File: config.mk
export PLATFORM = sky130hd
export DESIGN_NAME = mabx_core
export DESIGN_NICKNAME = d
export VERILOG_FILES = /design/src/mabx_pkg.sv /design/src/mabx_core.sv
export VERILOG_INCLUDE_DIRS = /design/src
export SDC_FILE = /design/constraint.sdc
export NUM_CORES = 1
export LEC_CHECK = 0
export BUFFER_PORTS_ARGS = -buffer_cell sky130_fd_sc_hd__buf_2
export CORE_MARGIN = 2
export CORE_UTILIZATION = 45
export DETAILED_ROUTE_END_ITERATION = 8
export PLACE_DENSITY = 0.79
export SLEW_MARGIN = 30
export SYNTH_ARGS = -nofsm -noshare
export SYNTH_HDL_FRONTEND = slang
export SYNTH_SLANG_ARGS = --single-unit
File: constraint.sdc
create_clock -name clk -period 7.45 [get_ports clk]
set_input_delay 1.49 -clock clk [delete_from_list [all_inputs] [get_ports clk]]
set_output_delay 1.49 -clock clk [all_outputs]
set_load 0.02 [all_outputs]
File: src/mabx_consts.svh
`ifndef MABX_CONSTS_SVH
`define MABX_CONSTS_SVH

// Status flag positions
`define MABX_FLAG_C 0
`define MABX_FLAG_Z 1
`define MABX_FLAG_N 2
`define MABX_FLAG_V 3
`define MABX_FLAG_S 4
`define MABX_FLAG_H 5
`define MABX_FLAG_T 6
`define MABX_FLAG_I 7

// Register byte offsets
`define MABX_OFS_STATUS 8'h00
`define MABX_OFS_EXTENDED_INDIRECT_REGISTER   8'h04
`define MABX_OFS_STATE  8'h08

// Reset values
`define MABX_STATUS_RST 8'h00
`define MABX_EXTENDED_INDIRECT_REGISTER_RST   6'h00

// Cycle counts
`define MABX_CYC_ONE   3'h1
`define MABX_CYC_TWO   3'h2
`define MABX_CYC_THREE 3'h3

// Bus responses
`define MABX_RESP_OKAY   2'h0
`define MABX_RESP_SLVERR 2'h2

`endif

File: src/mabx_pkg.sv
package mabx_pkg;

  typedef enum logic [5:0] {
    OP_ADD, OP_ADD_CARRY, OP_SUB, OP_SUB_WITH_BORROW,
    OP_WORD_ADD_IMMEDIATE, OP_WORD_SUB_IMMEDIATE,
    OP_CONJUNCTION, OP_DISJUNCTION, OP_EXCLUSIVE_DISJUNCTION,
    OP_SET_MASK_BITS, OP_CLEAR_MASK_BITS, OP_ZERO_MINUS_TEST,
    OP_MULTIPLY_UU, OP_MULTIPLY_SS, OP_MULTIPLY_SU,
    OP_FRAC_MULTIPLY_UU, OP_FRAC_MULTIPLY_SS, OP_FRAC_MULTIPLY_SU,
    OP_RELATIVE_JUMP, OP_RELATIVE_CALL, OP_POINTER_JUMP,
    OP_EXTENDED_POINTER_JUMP, OP_POINTER_CALL,
    OP_EXTENDED_POINTER_CALL, OP_COMPARE_REGS,
    OP_COMPARE_REGS_BORROW, OP_COMPARE_SKIP_EQUAL,
    OP_SKIP_REG_BIT_CLEAR, OP_SKIP_REG_BIT_SET,
    OP_SKIP_IO_BIT_CLEAR, OP_SKIP_IO_BIT_SET,
    OP_BRANCH_FLAG_SET, OP_BRANCH_FLAG_CLEAR,
    OP_BRANCH_SIGNED_GE, OP_BRANCH_SIGNED_LT,
    OP_BRANCH_UNSIGNED_GE, OP_BRANCH_UNSIGNED_LT,
    OP_BRANCH_IRQ_ENABLED, OP_BRANCH_IRQ_DISABLED
  } mabx_op_t;

  typedef struct packed {
    logic        valid;
    mabx_op_t    op;
    logic [7:0]  opA;
    logic [7:0]  opB;
    logic [15:0] pairVal;
    logic [2:0]  bitSel;
    logic        ioBit;
    logic [11:0] offset;
    logic [15:0] zPtr;
    logic [21:0] curPc;
    logic        nextTwoWord;
  } mabx_req_t;

  typedef struct packed {
    logic        done;
    logic [15:0] resData;
    logic        wrByte;
    logic        wrPair;
    logic        wrProduct;
    logic        pcLoad;
    logic [21:0] newPc;
    logic        pushRet;
    logic [21:0] retPc;
  } mabx_res_t;

  typedef struct packed {
    logic [15:0] res;
    logic [7:0]  flags;
  } mabx_alu_t;

  typedef struct packed {
    logic [2:0]  cnt;
    logic        busy;
    mabx_res_t   res;
    logic [7:0]  flags;
    logic [5:0]  extended_indirect_register;
    logic        awHeld;
    logic [7:0]  awAddr;
    logic        wHeld;
    logic [7:0]  wData;
    logic        wStrb0;
    logic        awRdy;
    logic        wRdy;
    logic        bValid;
    logic [1:0]  bResp;
    logic        arRdy;
    logic        rValid;
    logic [31:0] rData;
    logic [1:0]  rResp;
  } mabx_state_t;

endpackage

File: src/mabx_core.sv
`timescale 1ns/1ps
`include "mabx_consts.svh"

module mabx_core #(
  parameter bit PcBytes3 = 1'b1
) (
  input  wire logic               clk,
  input  wire logic               rst,
  input  wire mabx_pkg::mabx_req_t req,
  output mabx_pkg::mabx_res_t     res,
  output logic                    execBusy,
  output logic [7:0]              statusRegister,
  input  wire logic [7:0]         s_axi_awaddr,
  input  wire logic               s_axi_awvalid,
  output logic                    s_axi_awready,
  input  wire logic [31:0]        s_axi_wdata,
  input  wire logic [3:0]         s_axi_wstrb,
  input  wire logic               s_axi_wvalid,
  output logic                    s_axi_wready,
  output logic [1:0]              s_axi_bresp,
  output logic                    s_axi_bvalid,
  input  wire logic               s_axi_bready,
  input  wire logic [7:0]         s_axi_araddr,
  input  wire logic               s_axi_arvalid,
  output logic                    s_axi_arready,
  output logic [31:0]             s_axi_rdata,
  output logic [1:0]              s_axi_rresp,
  output logic                    s_axi_rvalid,
  input  wire logic               s_axi_rready
);

  mabx_pkg::mabx_state_t st_q;
  mabx_pkg::mabx_state_t st_d;
  logic                  accept;

  assign accept = req.valid && !st_q.busy;

  function automatic mabx_pkg::mabx_alu_t f_arith(
    input logic [7:0] a, input logic [7:0] b, input logic cin,
    input logic sub, input logic chainZ, input logic [7:0] fin);
    logic [8:0] r9;
    logic [7:0] r;
    logic       h;
    logic       v;
    mabx_pkg::mabx_alu_t o;
    r9 = sub ? ({1'b0, a} - {1'b0, b} - {8'h00, cin})
             : ({1'b0, a} + {1'b0, b} + {8'h00, cin});
    r = r9[7:0];
    if (sub) begin
      h = (~a[3] & b[3]) | (b[3] & r[3]) | (r[3] & ~a[3]);
      v = (a[7] & ~b[7] & ~r[7]) | (~a[7] & b[7] & r[7]);
    end else begin
      h = (a[3] & b[3]) | (b[3] & ~r[3]) | (~r[3] & a[3]);
      v = (a[7] & b[7] & ~r[7]) | (~a[7] & ~b[7] & r[7]);
    end
    o.res = {8'h00, r};
    o.flags = fin;
    o.flags[`MABX_FLAG_C] = r9[8];
    // Borrow-chained forms only keep Z if earlier bytes were zero
    o.flags[`MABX_FLAG_Z] = (r == 8'h00) &
                            (~chainZ | fin[`MABX_FLAG_Z]);
    o.flags[`MABX_FLAG_N] = r[7];
    o.flags[`MABX_FLAG_V] = v;
    o.flags[`MABX_FLAG_S] = r[7] ^ v;
    o.flags[`MABX_FLAG_H] = h;
    return o;
  endfunction

  function automatic mabx_pkg::mabx_alu_t f_logic(
    input logic [7:0] r, input logic [7:0] fin);
    mabx_pkg::mabx_alu_t o;
    o.res = {8'h00, r};
    o.flags = fin;
    o.flags[`MABX_FLAG_Z] = (r == 8'h00);
    o.flags[`MABX_FLAG_N] = r[7];
    o.flags[`MABX_FLAG_V] = 1'b0;
    o.flags[`MABX_FLAG_S] = r[7];
    return o;
  endfunction

  function automatic mabx_pkg::mabx_alu_t f_word(
    input logic [15:0] p, input logic [7:0] k, input logic sub,
    input logic [7:0] fin);
    logic [15:0] r;
    logic        v;
    mabx_pkg::mabx_alu_t o;
    r = sub ? (p - {8'h00, k}) : (p + {8'h00, k});
    v = sub ? (p[15] & ~r[15]) : (~p[15] & r[15]);
    o.res = r;
    o.flags = fin;
    o.flags[`MABX_FLAG_C] = sub ? (r[15] & ~p[15]) : (~r[15] & p[15]);
    o.flags[`MABX_FLAG_Z] = (r == 16'h0000);
    o.flags[`MABX_FLAG_N] = r[15];
    o.flags[`MABX_FLAG_V] = v;
    o.flags[`MABX_FLAG_S] = r[15] ^ v;
    return o;
  endfunction

  function automatic mabx_pkg::mabx_alu_t f_mul(
    input logic [7:0] a, input logic [7:0] b, input logic sa,
    input logic sb, input logic frac, input logic [7:0] fin);
    logic signed [17:0] p;
    logic [15:0]        r;
    mabx_pkg::mabx_alu_t o;
    p = $signed({sa & a[7], a}) * $signed({sb & b[7], b});
    r = p[15:0];
    o.flags = fin;
    // Carry is product bit 15 before the fractional shift
    o.flags[`MABX_FLAG_C] = r[15];
    if (frac) begin
      r = {r[14:0], 1'b0};
    end
    o.flags[`MABX_FLAG_Z] = (r == 16'h0000);
    o.res = r;
    return o;
  endfunction

  function automatic logic [21:0] f_rel(
    input logic [21:0] pc, input logic [11:0] k);
    return pc + {{10{k[11]}}, k} + 22'h000001;
  endfunction

  always_comb begin
    mabx_pkg::mabx_alu_t alu;
    logic [2:0]          cyc;
    logic                cond;
    logic                isSkip;
    logic                isBranch;
    logic                ioSkip;
    logic [7:0]          f;
    alu = '0;
    cyc = `MABX_CYC_ONE;
    cond = 1'b0;
    isSkip = 1'b0;
    isBranch = 1'b0;
    ioSkip = 1'b0;
    f = st_q.flags;
    st_d = st_q;
    st_d.res.done = 1'b0;

    // Register bus, write side
    if (st_q.awRdy && s_axi_awvalid) begin
      st_d.awHeld = 1'b1;
      st_d.awAddr = s_axi_awaddr;
    end
    if (st_q.wRdy && s_axi_wvalid) begin
      st_d.wHeld = 1'b1;
      st_d.wData = s_axi_wdata[7:0];
      st_d.wStrb0 = s_axi_wstrb[0];
    end
    if (st_q.bValid && s_axi_bready) begin
      st_d.bValid = 1'b0;
    end
    if (st_q.awHeld && st_q.wHeld && !st_q.bValid) begin
      st_d.awHeld = 1'b0;
      st_d.wHeld = 1'b0;
      st_d.bValid = 1'b1;
      st_d.bResp = `MABX_RESP_OKAY;
      case (st_q.awAddr)
        `MABX_OFS_STATUS: begin
          if (st_q.wStrb0) begin
            st_d.flags = st_q.wData;
          end
        end
        `MABX_OFS_EXTENDED_INDIRECT_REGISTER: begin
          if (st_q.wStrb0) begin
            st_d.extended_indirect_register = st_q.wData[5:0];
          end
        end
        `MABX_OFS_STATE: begin
        end
        default: begin
          st_d.bResp = `MABX_RESP_SLVERR;
        end
      endcase
    end
    st_d.awRdy = !st_d.awHeld && !st_d.bValid;
    st_d.wRdy = !st_d.wHeld && !st_d.bValid;

    // Register bus, read side
    if (st_q.rValid && s_axi_rready) begin
      st_d.rValid = 1'b0;
      st_d.arRdy = 1'b1;
    end
    if (st_q.arRdy && s_axi_arvalid) begin
      st_d.arRdy = 1'b0;
      st_d.rValid = 1'b1;
      st_d.rResp = `MABX_RESP_OKAY;
      case (s_axi_araddr)
        `MABX_OFS_STATUS: st_d.rData = {24'h000000, st_q.flags};
        `MABX_OFS_EXTENDED_INDIRECT_REGISTER:   st_d.rData = {26'h0000000, st_q.extended_indirect_register};
        `MABX_OFS_STATE: begin
          st_d.rData = {st_q.busy, 9'h000, st_q.res.newPc};
        end
        default: begin
          st_d.rData = 32'h00000000;
          st_d.rResp = `MABX_RESP_SLVERR;
        end
      endcase
    end

    // Execution; an accepted operation overrides a bus write to flags
    if (st_q.busy) begin
      st_d.cnt = st_q.cnt - 3'h1;
      if (st_q.cnt == 3'h1) begin
        st_d.res.done = 1'b1;
        st_d.busy = 1'b0;
      end
    end else if (req.valid) begin
      st_d.res.wrByte = 1'b0;
      st_d.res.wrPair = 1'b0;
      st_d.res.wrProduct = 1'b0;
      st_d.res.pcLoad = 1'b0;
      st_d.res.pushRet = 1'b0;
      st_d.res.newPc = req.curPc + 22'h000001;
      st_d.res.retPc = req.curPc + 22'h000001;
      case (req.op)
        mabx_pkg::OP_ADD, mabx_pkg::OP_ADD_CARRY: begin
          alu = f_arith(req.opA, req.opB, f[`MABX_FLAG_C] &
                (req.op == mabx_pkg::OP_ADD_CARRY), 1'b0, 1'b0, f);
          st_d.res.wrByte = 1'b1;
        end
        mabx_pkg::OP_SUB, mabx_pkg::OP_SUB_WITH_BORROW: begin
          cond = (req.op == mabx_pkg::OP_SUB_WITH_BORROW);
          alu = f_arith(req.opA, req.opB, f[`MABX_FLAG_C] & cond,
                        1'b1, cond, f);
          st_d.res.wrByte = 1'b1;
        end
        mabx_pkg::OP_COMPARE_REGS,
        mabx_pkg::OP_COMPARE_REGS_BORROW: begin
          cond = (req.op == mabx_pkg::OP_COMPARE_REGS_BORROW);
          // Difference only feeds the flags
          alu = f_arith(req.opA, req.opB, f[`MABX_FLAG_C] & cond,
                        1'b1, cond, f);
        end
        mabx_pkg::OP_WORD_ADD_IMMEDIATE,
        mabx_pkg::OP_WORD_SUB_IMMEDIATE: begin
          alu = f_word(req.pairVal, req.opB,
                req.op == mabx_pkg::OP_WORD_SUB_IMMEDIATE, f);
          st_d.res.wrPair = 1'b1;
          cyc = `MABX_CYC_TWO;
        end
        mabx_pkg::OP_CONJUNCTION: begin
          alu = f_logic(req.opA & req.opB, f);
          st_d.res.wrByte = 1'b1;
        end
        mabx_pkg::OP_DISJUNCTION: begin
          alu = f_logic(req.opA | req.opB, f);
          st_d.res.wrByte = 1'b1;
        end
        mabx_pkg::OP_EXCLUSIVE_DISJUNCTION: begin
          alu = f_logic(req.opA ^ req.opB, f);
          st_d.res.wrByte = 1'b1;
        end
        mabx_pkg::OP_SET_MASK_BITS: begin
          alu = f_logic(req.opA | req.opB, f);
          st_d.res.wrByte = 1'b1;
        end
        mabx_pkg::OP_CLEAR_MASK_BITS: begin
          alu = f_logic(req.opA & ~req.opB, f);
          st_d.res.wrByte = 1'b1;
        end
        mabx_pkg::OP_ZERO_MINUS_TEST: begin
          alu = f_logic(req.opA & req.opA, f);
        end
        mabx_pkg::OP_MULTIPLY_UU, mabx_pkg::OP_MULTIPLY_SS,
        mabx_pkg::OP_MULTIPLY_SU, mabx_pkg::OP_FRAC_MULTIPLY_UU,
        mabx_pkg::OP_FRAC_MULTIPLY_SS,
        mabx_pkg::OP_FRAC_MULTIPLY_SU: begin
          alu = f_mul(req.opA, req.opB,
            req.op inside {mabx_pkg::OP_MULTIPLY_SS,
                           mabx_pkg::OP_MULTIPLY_SU,
                           mabx_pkg::OP_FRAC_MULTIPLY_SS,
                           mabx_pkg::OP_FRAC_MULTIPLY_SU},
            req.op inside {mabx_pkg::OP_MULTIPLY_SS,
                           mabx_pkg::OP_FRAC_MULTIPLY_SS},
            req.op inside {mabx_pkg::OP_FRAC_MULTIPLY_UU,
                           mabx_pkg::OP_FRAC_MULTIPLY_SS,
                           mabx_pkg::OP_FRAC_MULTIPLY_SU},
            f);
          st_d.res.wrProduct = 1'b1;
          cyc = `MABX_CYC_TWO;
        end
        mabx_pkg::OP_RELATIVE_JUMP, mabx_pkg::OP_RELATIVE_CALL: begin
          st_d.res.pcLoad = 1'b1;
          st_d.res.newPc = f_rel(req.curPc, req.offset);
          cyc = `MABX_CYC_TWO;
          if (req.op == mabx_pkg::OP_RELATIVE_CALL) begin
            st_d.res.pushRet = 1'b1;
            // Wide program counter needs a third return byte
            cyc = PcBytes3 ? `MABX_CYC_THREE : `MABX_CYC_TWO;
          end
        end
        mabx_pkg::OP_POINTER_JUMP, mabx_pkg::OP_POINTER_CALL: begin
          st_d.res.pcLoad = 1'b1;
          st_d.res.newPc = {6'h00, req.zPtr};
          cyc = `MABX_CYC_TWO;
          if (req.op == mabx_pkg::OP_POINTER_CALL) begin
            st_d.res.pushRet = 1'b1;
            cyc = PcBytes3 ? `MABX_CYC_THREE : `MABX_CYC_TWO;
          end
        end
        mabx_pkg::OP_EXTENDED_POINTER_JUMP: begin
          st_d.res.pcLoad = 1'b1;
          st_d.res.newPc = {st_q.extended_indirect_register, req.zPtr};
          cyc = `MABX_CYC_TWO;
        end
        mabx_pkg::OP_EXTENDED_POINTER_CALL: begin
          st_d.res.pcLoad = 1'b1;
          st_d.res.pushRet = 1'b1;
          st_d.res.newPc = {st_q.extended_indirect_register, req.zPtr};
          cyc = `MABX_CYC_THREE;
        end
        mabx_pkg::OP_COMPARE_SKIP_EQUAL: begin
          isSkip = 1'b1;
          cond = (req.opA == req.opB);
        end
        mabx_pkg::OP_SKIP_REG_BIT_CLEAR: begin
          isSkip = 1'b1;
          cond = !req.opA[req.bitSel];
        end
        mabx_pkg::OP_SKIP_REG_BIT_SET: begin
          isSkip = 1'b1;
          cond = req.opA[req.bitSel];
        end
        mabx_pkg::OP_SKIP_IO_BIT_CLEAR: begin
          isSkip = 1'b1;
          ioSkip = 1'b1;
          cond = !req.ioBit;
        end
        mabx_pkg::OP_SKIP_IO_BIT_SET: begin
          isSkip = 1'b1;
          ioSkip = 1'b1;
          cond = req.ioBit;
        end
        mabx_pkg::OP_BRANCH_FLAG_SET: begin
          isBranch = 1'b1;
          cond = f[req.bitSel];
        end
        mabx_pkg::OP_BRANCH_FLAG_CLEAR: begin
          isBranch = 1'b1;
          cond = !f[req.bitSel];
        end
        mabx_pkg::OP_BRANCH_SIGNED_GE: begin
          isBranch = 1'b1;
          cond = !(f[`MABX_FLAG_N] ^ f[`MABX_FLAG_V]);
        end
        mabx_pkg::OP_BRANCH_SIGNED_LT: begin
          isBranch = 1'b1;
          cond = f[`MABX_FLAG_N] ^ f[`MABX_FLAG_V];
        end
        mabx_pkg::OP_BRANCH_UNSIGNED_GE: begin
          isBranch = 1'b1;
          cond = !f[`MABX_FLAG_C];
        end
        mabx_pkg::OP_BRANCH_UNSIGNED_LT: begin
          isBranch = 1'b1;
          cond = f[`MABX_FLAG_C];
        end
        mabx_pkg::OP_BRANCH_IRQ_ENABLED: begin
          isBranch = 1'b1;
          cond = f[`MABX_FLAG_I];
        end
        mabx_pkg::OP_BRANCH_IRQ_DISABLED: begin
          isBranch = 1'b1;
          cond = !f[`MABX_FLAG_I];
        end
        default: begin
          // Unknown codes must not clear the flags
          alu.flags = f;
        end
      endcase
      if (isSkip || isBranch || st_d.res.pcLoad) begin
        alu.flags = f;
      end
      st_d.res.resData = alu.res;
      st_d.flags = alu.flags;
      if (isSkip) begin
        cyc = `MABX_CYC_ONE + {2'b00, ioSkip} + {2'b00, cond} +
              {2'b00, cond & req.nextTwoWord};
        st_d.res.pcLoad = cond;
        st_d.res.newPc = req.curPc + (req.nextTwoWord ?
                         22'h000003 : 22'h000002);
      end
      if (isBranch) begin
        cyc = cond ? `MABX_CYC_TWO : `MABX_CYC_ONE;
        st_d.res.pcLoad = cond;
        st_d.res.newPc = f_rel(req.curPc, req.offset);
      end
      st_d.cnt = cyc - 3'h1;
      if (cyc == `MABX_CYC_ONE) begin
        st_d.res.done = 1'b1;
      end else begin
        st_d.busy = 1'b1;
      end
    end
  end

  always_ff @(posedge clk or posedge rst) begin
    if (rst) begin
      st_q <= '0;
      st_q.flags <= `MABX_STATUS_RST;
      st_q.extended_indirect_register <= `MABX_EXTENDED_INDIRECT_REGISTER_RST;
      st_q.awRdy <= 1'b1;
      st_q.wRdy <= 1'b1;
      st_q.arRdy <= 1'b1;
    end else begin
      st_q <= st_d;
    end
  end

  assign res = st_q.res;
  assign execBusy = st_q.busy;
  assign statusRegister = st_q.flags;
  assign s_axi_awready = st_q.awRdy;
  assign s_axi_wready = st_q.wRdy;
  assign s_axi_bvalid = st_q.bValid;
  assign s_axi_bresp = st_q.bResp;
  assign s_axi_arready = st_q.arRdy;
  assign s_axi_rvalid = st_q.rValid;
  assign s_axi_rdata = st_q.rData;
  assign s_axi_rresp = st_q.rResp;

  a_add_result: assert property (@(posedge clk) disable iff (rst)
    accept && req.op == mabx_pkg::OP_ADD |=>
    res.done && res.wrByte && res.resData[7:0] == $past(req.opA + req.opB))
    else $error("byte add result wrong");

  a_word_timing: assert property (@(posedge clk) disable iff (rst)
    accept && req.op == mabx_pkg::OP_WORD_ADD_IMMEDIATE |=>
    !res.done ##1 res.done) else $error("word add not two cycles");

  a_word_sub: assert property (@(posedge clk) disable iff (rst)
    accept && req.op == mabx_pkg::OP_WORD_SUB_IMMEDIATE |=>
    res.wrPair && res.resData == $past(req.pairVal - {8'h00, req.opB}))
    else $error("word subtract result wrong");

  a_logic_carry: assert property (@(posedge clk) disable iff (rst)
    accept && req.op == mabx_pkg::OP_EXCLUSIVE_DISJUNCTION |=>
    statusRegister[`MABX_FLAG_C] == $past(statusRegister[`MABX_FLAG_C]) &&
    !statusRegister[`MABX_FLAG_V]) else $error("logic touched carry");

  a_clear_mask: assert property (@(posedge clk) disable iff (rst)
    accept && req.op == mabx_pkg::OP_CLEAR_MASK_BITS |=>
    res.resData[7:0] == $past(req.opA & ~req.opB))
    else $error("clear mask wrong");

  a_test_zero: assert property (@(posedge clk) disable iff (rst)
    accept && req.op == mabx_pkg::OP_ZERO_MINUS_TEST |=> !res.wrByte &&
    statusRegister[`MABX_FLAG_Z] == ($past(req.opA) == 8'h00))
    else $error("test flags wrong");

  a_mul_timing: assert property (@(posedge clk) disable iff (rst)
    accept && req.op == mabx_pkg::OP_MULTIPLY_UU |=> !res.done ##1
    res.done && res.resData == $past(req.opA, 2) * $past(req.opB, 2))
    else $error("unsigned multiply wrong");

  a_frac_shift: assert property (@(posedge clk) disable iff (rst)
    accept && req.op == mabx_pkg::OP_FRAC_MULTIPLY_UU |=> !res.resData[0])
    else $error("fractional product not shifted");

  a_ptr_jump: assert property (@(posedge clk) disable iff (rst)
    accept && req.op == mabx_pkg::OP_POINTER_JUMP |=>
    res.newPc == {6'h00, $past(req.zPtr)}) else $error("pointer jump pc");

  a_ext_call: assert property (@(posedge clk) disable iff (rst)
    accept && req.op == mabx_pkg::OP_EXTENDED_POINTER_CALL |=>
    !res.done [*2] ##1 res.done) else $error("extended call not 3 cycles");

  a_branch_skip: assert property (@(posedge clk) disable iff (rst)
    accept && req.op == mabx_pkg::OP_BRANCH_UNSIGNED_LT &&
    !statusRegister[`MABX_FLAG_C] |=> res.done && !res.pcLoad)
    else $error("untaken branch wrong");

endmodule // mabx_core

Word level (Yosys, flattened, before mapping)
Index checks and enable logic that the tools add are counted.

storage, ports and cells
  output and inout port bits = 116
  latch bits = 0
  memories = 0
  bits in writable memories = 0
  input bits = 153
  logic and storage cells = 310
  bits in registers = 144
  ROM bits = 0

operators by class
  divide/modulo/power cells = 0
  shifts and indexed selects = 0
  $mul = 1
  equal/unequal tests = 61
  add/sub/neg operators = 16
  bitwise operators = 62
  $lt $le $gt $ge = 1
  multiplexer cells = 76
  reductions and logical operators = 63

operators by type and width
  cell                     count
  $pmux W16 S10            1
  $eq A6 B5 Y1 const B     16
  $pmux W32 S3             1
  $mux W23                 4
  $pmux W8 S11             1
  $logic_not A8 Y1         10
  $mux W16                 5
  $mux W78                 1
  $pmux W23 S3             1
  $eq A6 B4 Y1 const B     8
  $add A22 B1 Y22 const B  2
  $eq A6 B6 Y1 const B     7
  $mux W1                  36
  $mux W36                 1
  $logic_not A16 Y1        2
  $mux W8                  4
  $ne A3 B3 Y1 const B     10
  $and A1 B1 Y1            28
  $and A8 B8 Y8            3
  $eq A6 B3 Y1 const B     4
  $add A22 B2 Y22          1
  $add A22 B22 Y22         1
  $reduce_or A19 Y1        1
  $reduce_or A2 Y1         9
  other kinds (57)         123

Longest topological paths before layout
  word-level depth = 16
  gate-level depth with buffers = 28
  mapped depth without buffers = 26

Least setup slack after synthesis
No wires, ideal clock.

  kind = input-to-reg
  from = in req[87] in the netlist's numbering
  to = reg st_q (netlist bit statusRegister[1])
  stages = 25
  arrival time = 7152 ps
  setup slack = 167 ps
  setup time = 130 ps
  data required time = 7320 ps
  path buffers = 3
  cells stage by stage = clkbuf_1 -> buf_2 -> buf_1 -> nor2_1 -> nand3_1 -> o21ai_0 -> nand3_1 -> nor2_1 -> fa_1 -> fa_1 -> fa_1 -> inv_1 -> fa_1 -> fa_1 -> inv_1 -> ha_1 -> or2_2 -> o211ai_1 -> a211oi_1 -> o21ai_0 -> a21oi_1 -> xor2_1 -> or2_2 -> a211oi_1 -> a21oi_1

on the way
  cells in the longest elaborated chain, start to end = 13
  elaborated cells on any way between the ends = 97
  those cells by class = 3 x add/sub; 1 x mul; 40 x eq/ne; 18 x mux; 11 x bitwise; 24 x reduce/logical

RTL lines
  item                                                             RTL line                                              RTL
  from (decl)                                                      mabx_core.sv:9                                        input wire mabx_pkg::mabx_req_t req,
  $eq A6 B4 Y1, or another cell as far along                       mabx_core.sv:217, mabx_core.sv:271, mabx_core.sv:275
  $reduce_bool A4 Y1 / $reduce_bool A2 Y1 (equally long branches)  mabx_core.sv:271, mabx_core.sv:275
  $and A1 B1 Y1                                                    mabx_core.sv:105                                      p = $signed({sa & a[7], a}) * $signed({sb & b[7], b});
  $mul A9 B9 Y16                                                   mabx_core.sv:105
  $mux W16                                                         mabx_core.sv:110                                      if (frac) begin
  $mux W16                                                         mabx_core.sv:217                                      case (req.op)
  $mux W16                                                         mabx_core.sv:209                                      end else if (req.valid) begin
  $mux W16                                                         mabx_core.sv:203                                      if (st_q.busy) begin
  $logic_not A16 Y1                                                mabx_core.sv:113                                      o.flags[`MABX_FLAG_Z] = (r == 16'h0000);
  $pmux W8 S11                                                     mabx_core.sv:217
  $mux W8                                                          mabx_core.sv:373                                      if (isSkip || isBranch || st_d.res.pcLoad) begin
  $mux W78                                                         mabx_core.sv:209
  $mux W8                                                          mabx_core.sv:203
  to (signal assigned)                                             mabx_core.sv:408                                      st_q <= st_d;
  to (decl)                                                        mabx_core.sv:32                                       mabx_pkg::mabx_state_t st_q;

Several ways; a longest one is shown, not always the timed one. The select of a mux whose other input is x is not followed.
A chain may end at the register's enable or synchronous reset.

Worst setup path in the final report
  from = in req[89] in the netlist's numbering
  to = reg st_q (netlist bit statusRegister[0])

on the way
  cells in the longest elaborated chain, start to end = 9
  elaborated cells on any way between the ends = 90
  those cells by class = 3 x add/sub; 1 x mul; 45 x eq/ne; 15 x mux; 8 x bitwise; 18 x reduce/logical

RTL lines
  item
  parallel branches: the longest is 9 deep, another holds $mul A9 B9 Y16

Several ways; the timed one is not identified. The select of a mux whose other input is x is not followed.

==> impl_results.md <==
* Status: complete, no violations
* Global-route wire length before repair at 78900 µm
* Post-synthesis async set-or-reset flop share at 1.00
* Type of the worst setup path: in2reg
* Die area at 34600 µm²
* Core Util, Final at 0.507
* CTS resizes at 0
* Period minus WS final at ~7.1 ns
* Hold violation total from the final report at 0
* Initial Util at 0.458
* Worst endpoint required time at 7.77 ns
* Layout cells sized above 1 at 0.189
* Wire per inst at 21.6 µm
* Final wirelength at 51900 µm
* Total track usage at 0.298
* F_max at 140 MHz
* Final ANT Viol Nets at 0
* Chip Height at between 150 and 200 µm
* Residual DRC count at 0
* Vias in the first global route at 13900
* Initial antenna violation count at 5
* Grt total ovfl at 0
* Sink Count at 133
* Post-synth EDFFs at 0
* Via density at 5.97
* Post-synthesis register bit count at 133
* Post-Syn Area per Cell at 8.21 µm²
* Mapped Area at 14900 µm²
* CP Max Fanout at 6
* Worst Setup End Kind: flip-flop
* I/O pins at 269
* Synthesized instance count at 1815
* Crit path arrival time at 7.45 ns
* CTS Hold Bufs at 0
* Syn-to-layout area delta at 10.6%
* Synth unique cells at 79
* Hpwl dp at between 40000 and 50000 µm
* Synth warnings at 0
* Sequential area share after synthesis at 0.224
* Final Max Slew Viols at 0
* Gpl congestion at 1.02
* Post-CTS setup buffers at 0
* Leak at about 7.6 nW
* Worst Tran Pin Value at 0.992 ns
* Drt first pass iters at 7
* Worst skew pair latency at 0.44 ns
* Die W at approximately 190 µm
* Worst Hold Class: reg2reg
* Num CTS Buffers at 17
* Clock slew at reported path FFs at 0.07 ns
* Period Utilization, post-route at 0.957
* DR iter-0 viols at 1520
* Max_cap viols at 0
* Clock buffer depth at 2
* Clk_skew at 0.0118 ns
* Top FF cell, synth: dfrtp_1
* Via count at 14400
* CTS tree: built
* Final setup viols at 0
* Setup TNS at 0 ns
* Nets@finish at 2276
* Clk root buf: clkbuf_16
* CTS H-tree depth at 4
* # port buffers at 230
* Core ar. at 32500 µm²
* Row cnt at 66
* VDD IR max at 0.000154 V
* CP Launch Type: primary input
* PwrDens at 256 nW/µm²
* RSZ-0062 raised after global routing: false
* Slew margin rel. at 0.339
* Largest net degree at the start of global routing at 87
[path summary, 6_finish.rpt]
check,slack [ns],end,cells past startpoint,start
worst max-delay path,0.32,statusRegister[0]$_DFFE_PP0P_,24,req[89]
worst min-delay path,0.46,s_axi_wready$_DFF_PP1_,1,st_q[50]$_DFF_PP0_
worst max register to register,3.66,statusRegister[1]$_DFFE_PP0P_,16,statusRegister[0]$_DFFE_PP0P_
worst min register to register,0.46,s_axi_wready$_DFF_PP1_,1,st_q[50]$_DFF_PP0_
max in group asynchronous,5.05,st_q[142]$_DFFE_PP0P_,3,rst
min in group asynchronous,1.16,res[37]$_DFFE_PP0P_,2,rst
[state kept, by name, summed over array words and instances (netlist names)]
register / cells
execBusy: 1
s_axi_wready: 1
s_axi_awready: 1
s_axi_rdata: 23
s_axi_bvalid: 1
s_axi_rresp: 1
s_axi_bresp: 1
s_axi_rvalid: 1
statusRegister: 8
s_axi_arready: 1
st_q: 28
res: 66
[metal layers]
| metal | global-route usage | wire (µm) | vias up |
|---|---|---|---|
| li1 | - | - | 6497 |
| met3 | 0.0432 | 4230 | 167 |
| met5 | 0 | 0 | - |
| met4 | 0.168 | 2950 | 0 |
| met2 | 0.493 | 24500 | 803 |
| met1 | 0.373 | 20200 | 6897 |
[through the flow]
step                      instances  power (mW)  instance area (µm²)  setup WS [ns]  hold WS [ns]
final                          2405        4.22                16500          0.319         0.464
after global routing           2400        4.50                16500         0.0952         0.473
after CTS                      2397        4.20                16500          0.390         0.458
after detailed placement       2365        3.38                15900        -0.0468         0.455
after global placement         2365        3.32                15900         0.0227         0.433
after floorplan                1825        2.87                14900          0.167         0.414
[worst max-delay path: stages]
cell and delay, ns:
buf_2 0.11, or4b_2 0.68, o21ai_0 0.15, and3_1 0.31
buf_4 0.19, nand2_1 0.07, inv_1 0.13, fa_1 0.43
inv_1 0.08, fa_1 0.45, fa_1 0.56, inv_1 0.06
fa_1 0.47, ha_1 0.32, ha_1 0.32, o21a_1 0.12
nor2_1 0.06, a211oi_1 0.30, o21ai_0 0.13, a21oi_1 0.18
xor2_1 0.28, nor2_1 0.14, a221oi_1 0.29, a21oi_1 0.11
[where the power goes]
group / switching [mW] / internal (mW) / leakage, nW
clock: 0.369 / 0.443 / 0.264
sequential: 0.221 / 0.985 / 1.66
combinational: 1.38 / 0.822 / 5.73
total: 1.97 / 2.25 / 7.65
[Yosys cell counts (7+ instances only)]
| library cell | instances | area [µm²] |
|---|---|---|
| clkbuf_1 | 45 | 169 |
| mux2i_1 | 20 | 200 |
| a22o_1 | 28 | 245 |
| o21ai_0 | 107 | 536 |
| mux2_2 | 29 | 327 |
| a221oi_1 | 29 | 254 |
| o21a_1 | 8 | 60.1 |
| nand4_1 | 16 | 100 |
| ha_1 | 111 | 1390 |
| a22oi_1 | 9 | 67.6 |
| a21oi_1 | 93 | 465 |
| and2_1 | 8 | 50.1 |
| nor2b_1 | 15 | 93.8 |
| a21o_1 | 9 | 67.6 |
| or2_2 | 8 | 50.1 |
| nand2_1 | 168 | 631 |
| nor2_1 | 216 | 811 |
| and3_1 | 10 | 62.6 |
| buf_4 | 110 | 826 |
| o211ai_1 | 15 | 113 |
| a211oi_1 | 18 | 135 |
| o2111ai_1 | 9 | 78.8 |
| a221o_1 | 7 | 70.1 |
| nor3b_1 | 10 | 75.1 |
| xor2_1 | 42 | 368 |
| xnor2_1 | 72 | 631 |
| buf_2 | 15 | 75.1 |
| dfrtp_1 | 130 | 3250 |
| o221ai_1 | 7 | 61.3 |
| inv_1 | 122 | 458 |
| nand3_1 | 42 | 210 |
| a31oi_1 | 18 | 113 |
| fa_1 | 70 | 1400 |
| nand2b_1 | 18 | 113 |
| nor3_1 | 53 | 265 |
| clkinv_1 | 7 | 26.3 |
| nor4_1 | 14 | 87.6 |
[final cells by class]
| type | count | area [µm²] |
|---|---|---|
| antenna | 8 | 20.0 |
| multi-input combinational | 1381 | 10000 |
| inverter | 135 | 512 |
| clock inverter | 14 | 119 |
| timing repair buffer | 274 | 1480 |
| tap | 442 | 553 |
| sequential | 133 | 3330 |
| clock buffer | 18 | 439 |
| fill | 3220 | 16100 |
[logic make-up after synthesis]
group                      after synthesis  share of synthesized area
and+or+nand+nor                        606                      0.187
AOI/OAI and AO/OA                      414                      0.183
buffers and inverters                  311                      0.107
adders and majority gates              181                      0.187
DFF                                    133                      0.224
xor gates and xnor gates               116                     0.0692
muxes                                   53                     0.0422
other                                    1                   0.000252
[cell usage in the layout (no fill, tap or decap), drive strengths merged, types with 20 or more instances in the layout]
cell type / n
nand3: 42
dfrtp: 130
mux2i: 20
a21oi: 93
o21ai: 114
nor3: 53
nand2: 168
nor2: 216
buf: 274
ha: 111
xnor2: 74
a22o: 28
fa: 70
mux2: 29
inv: 134
xor2: 42
a221oi: 29
Power figures use the tool's default switching activity.
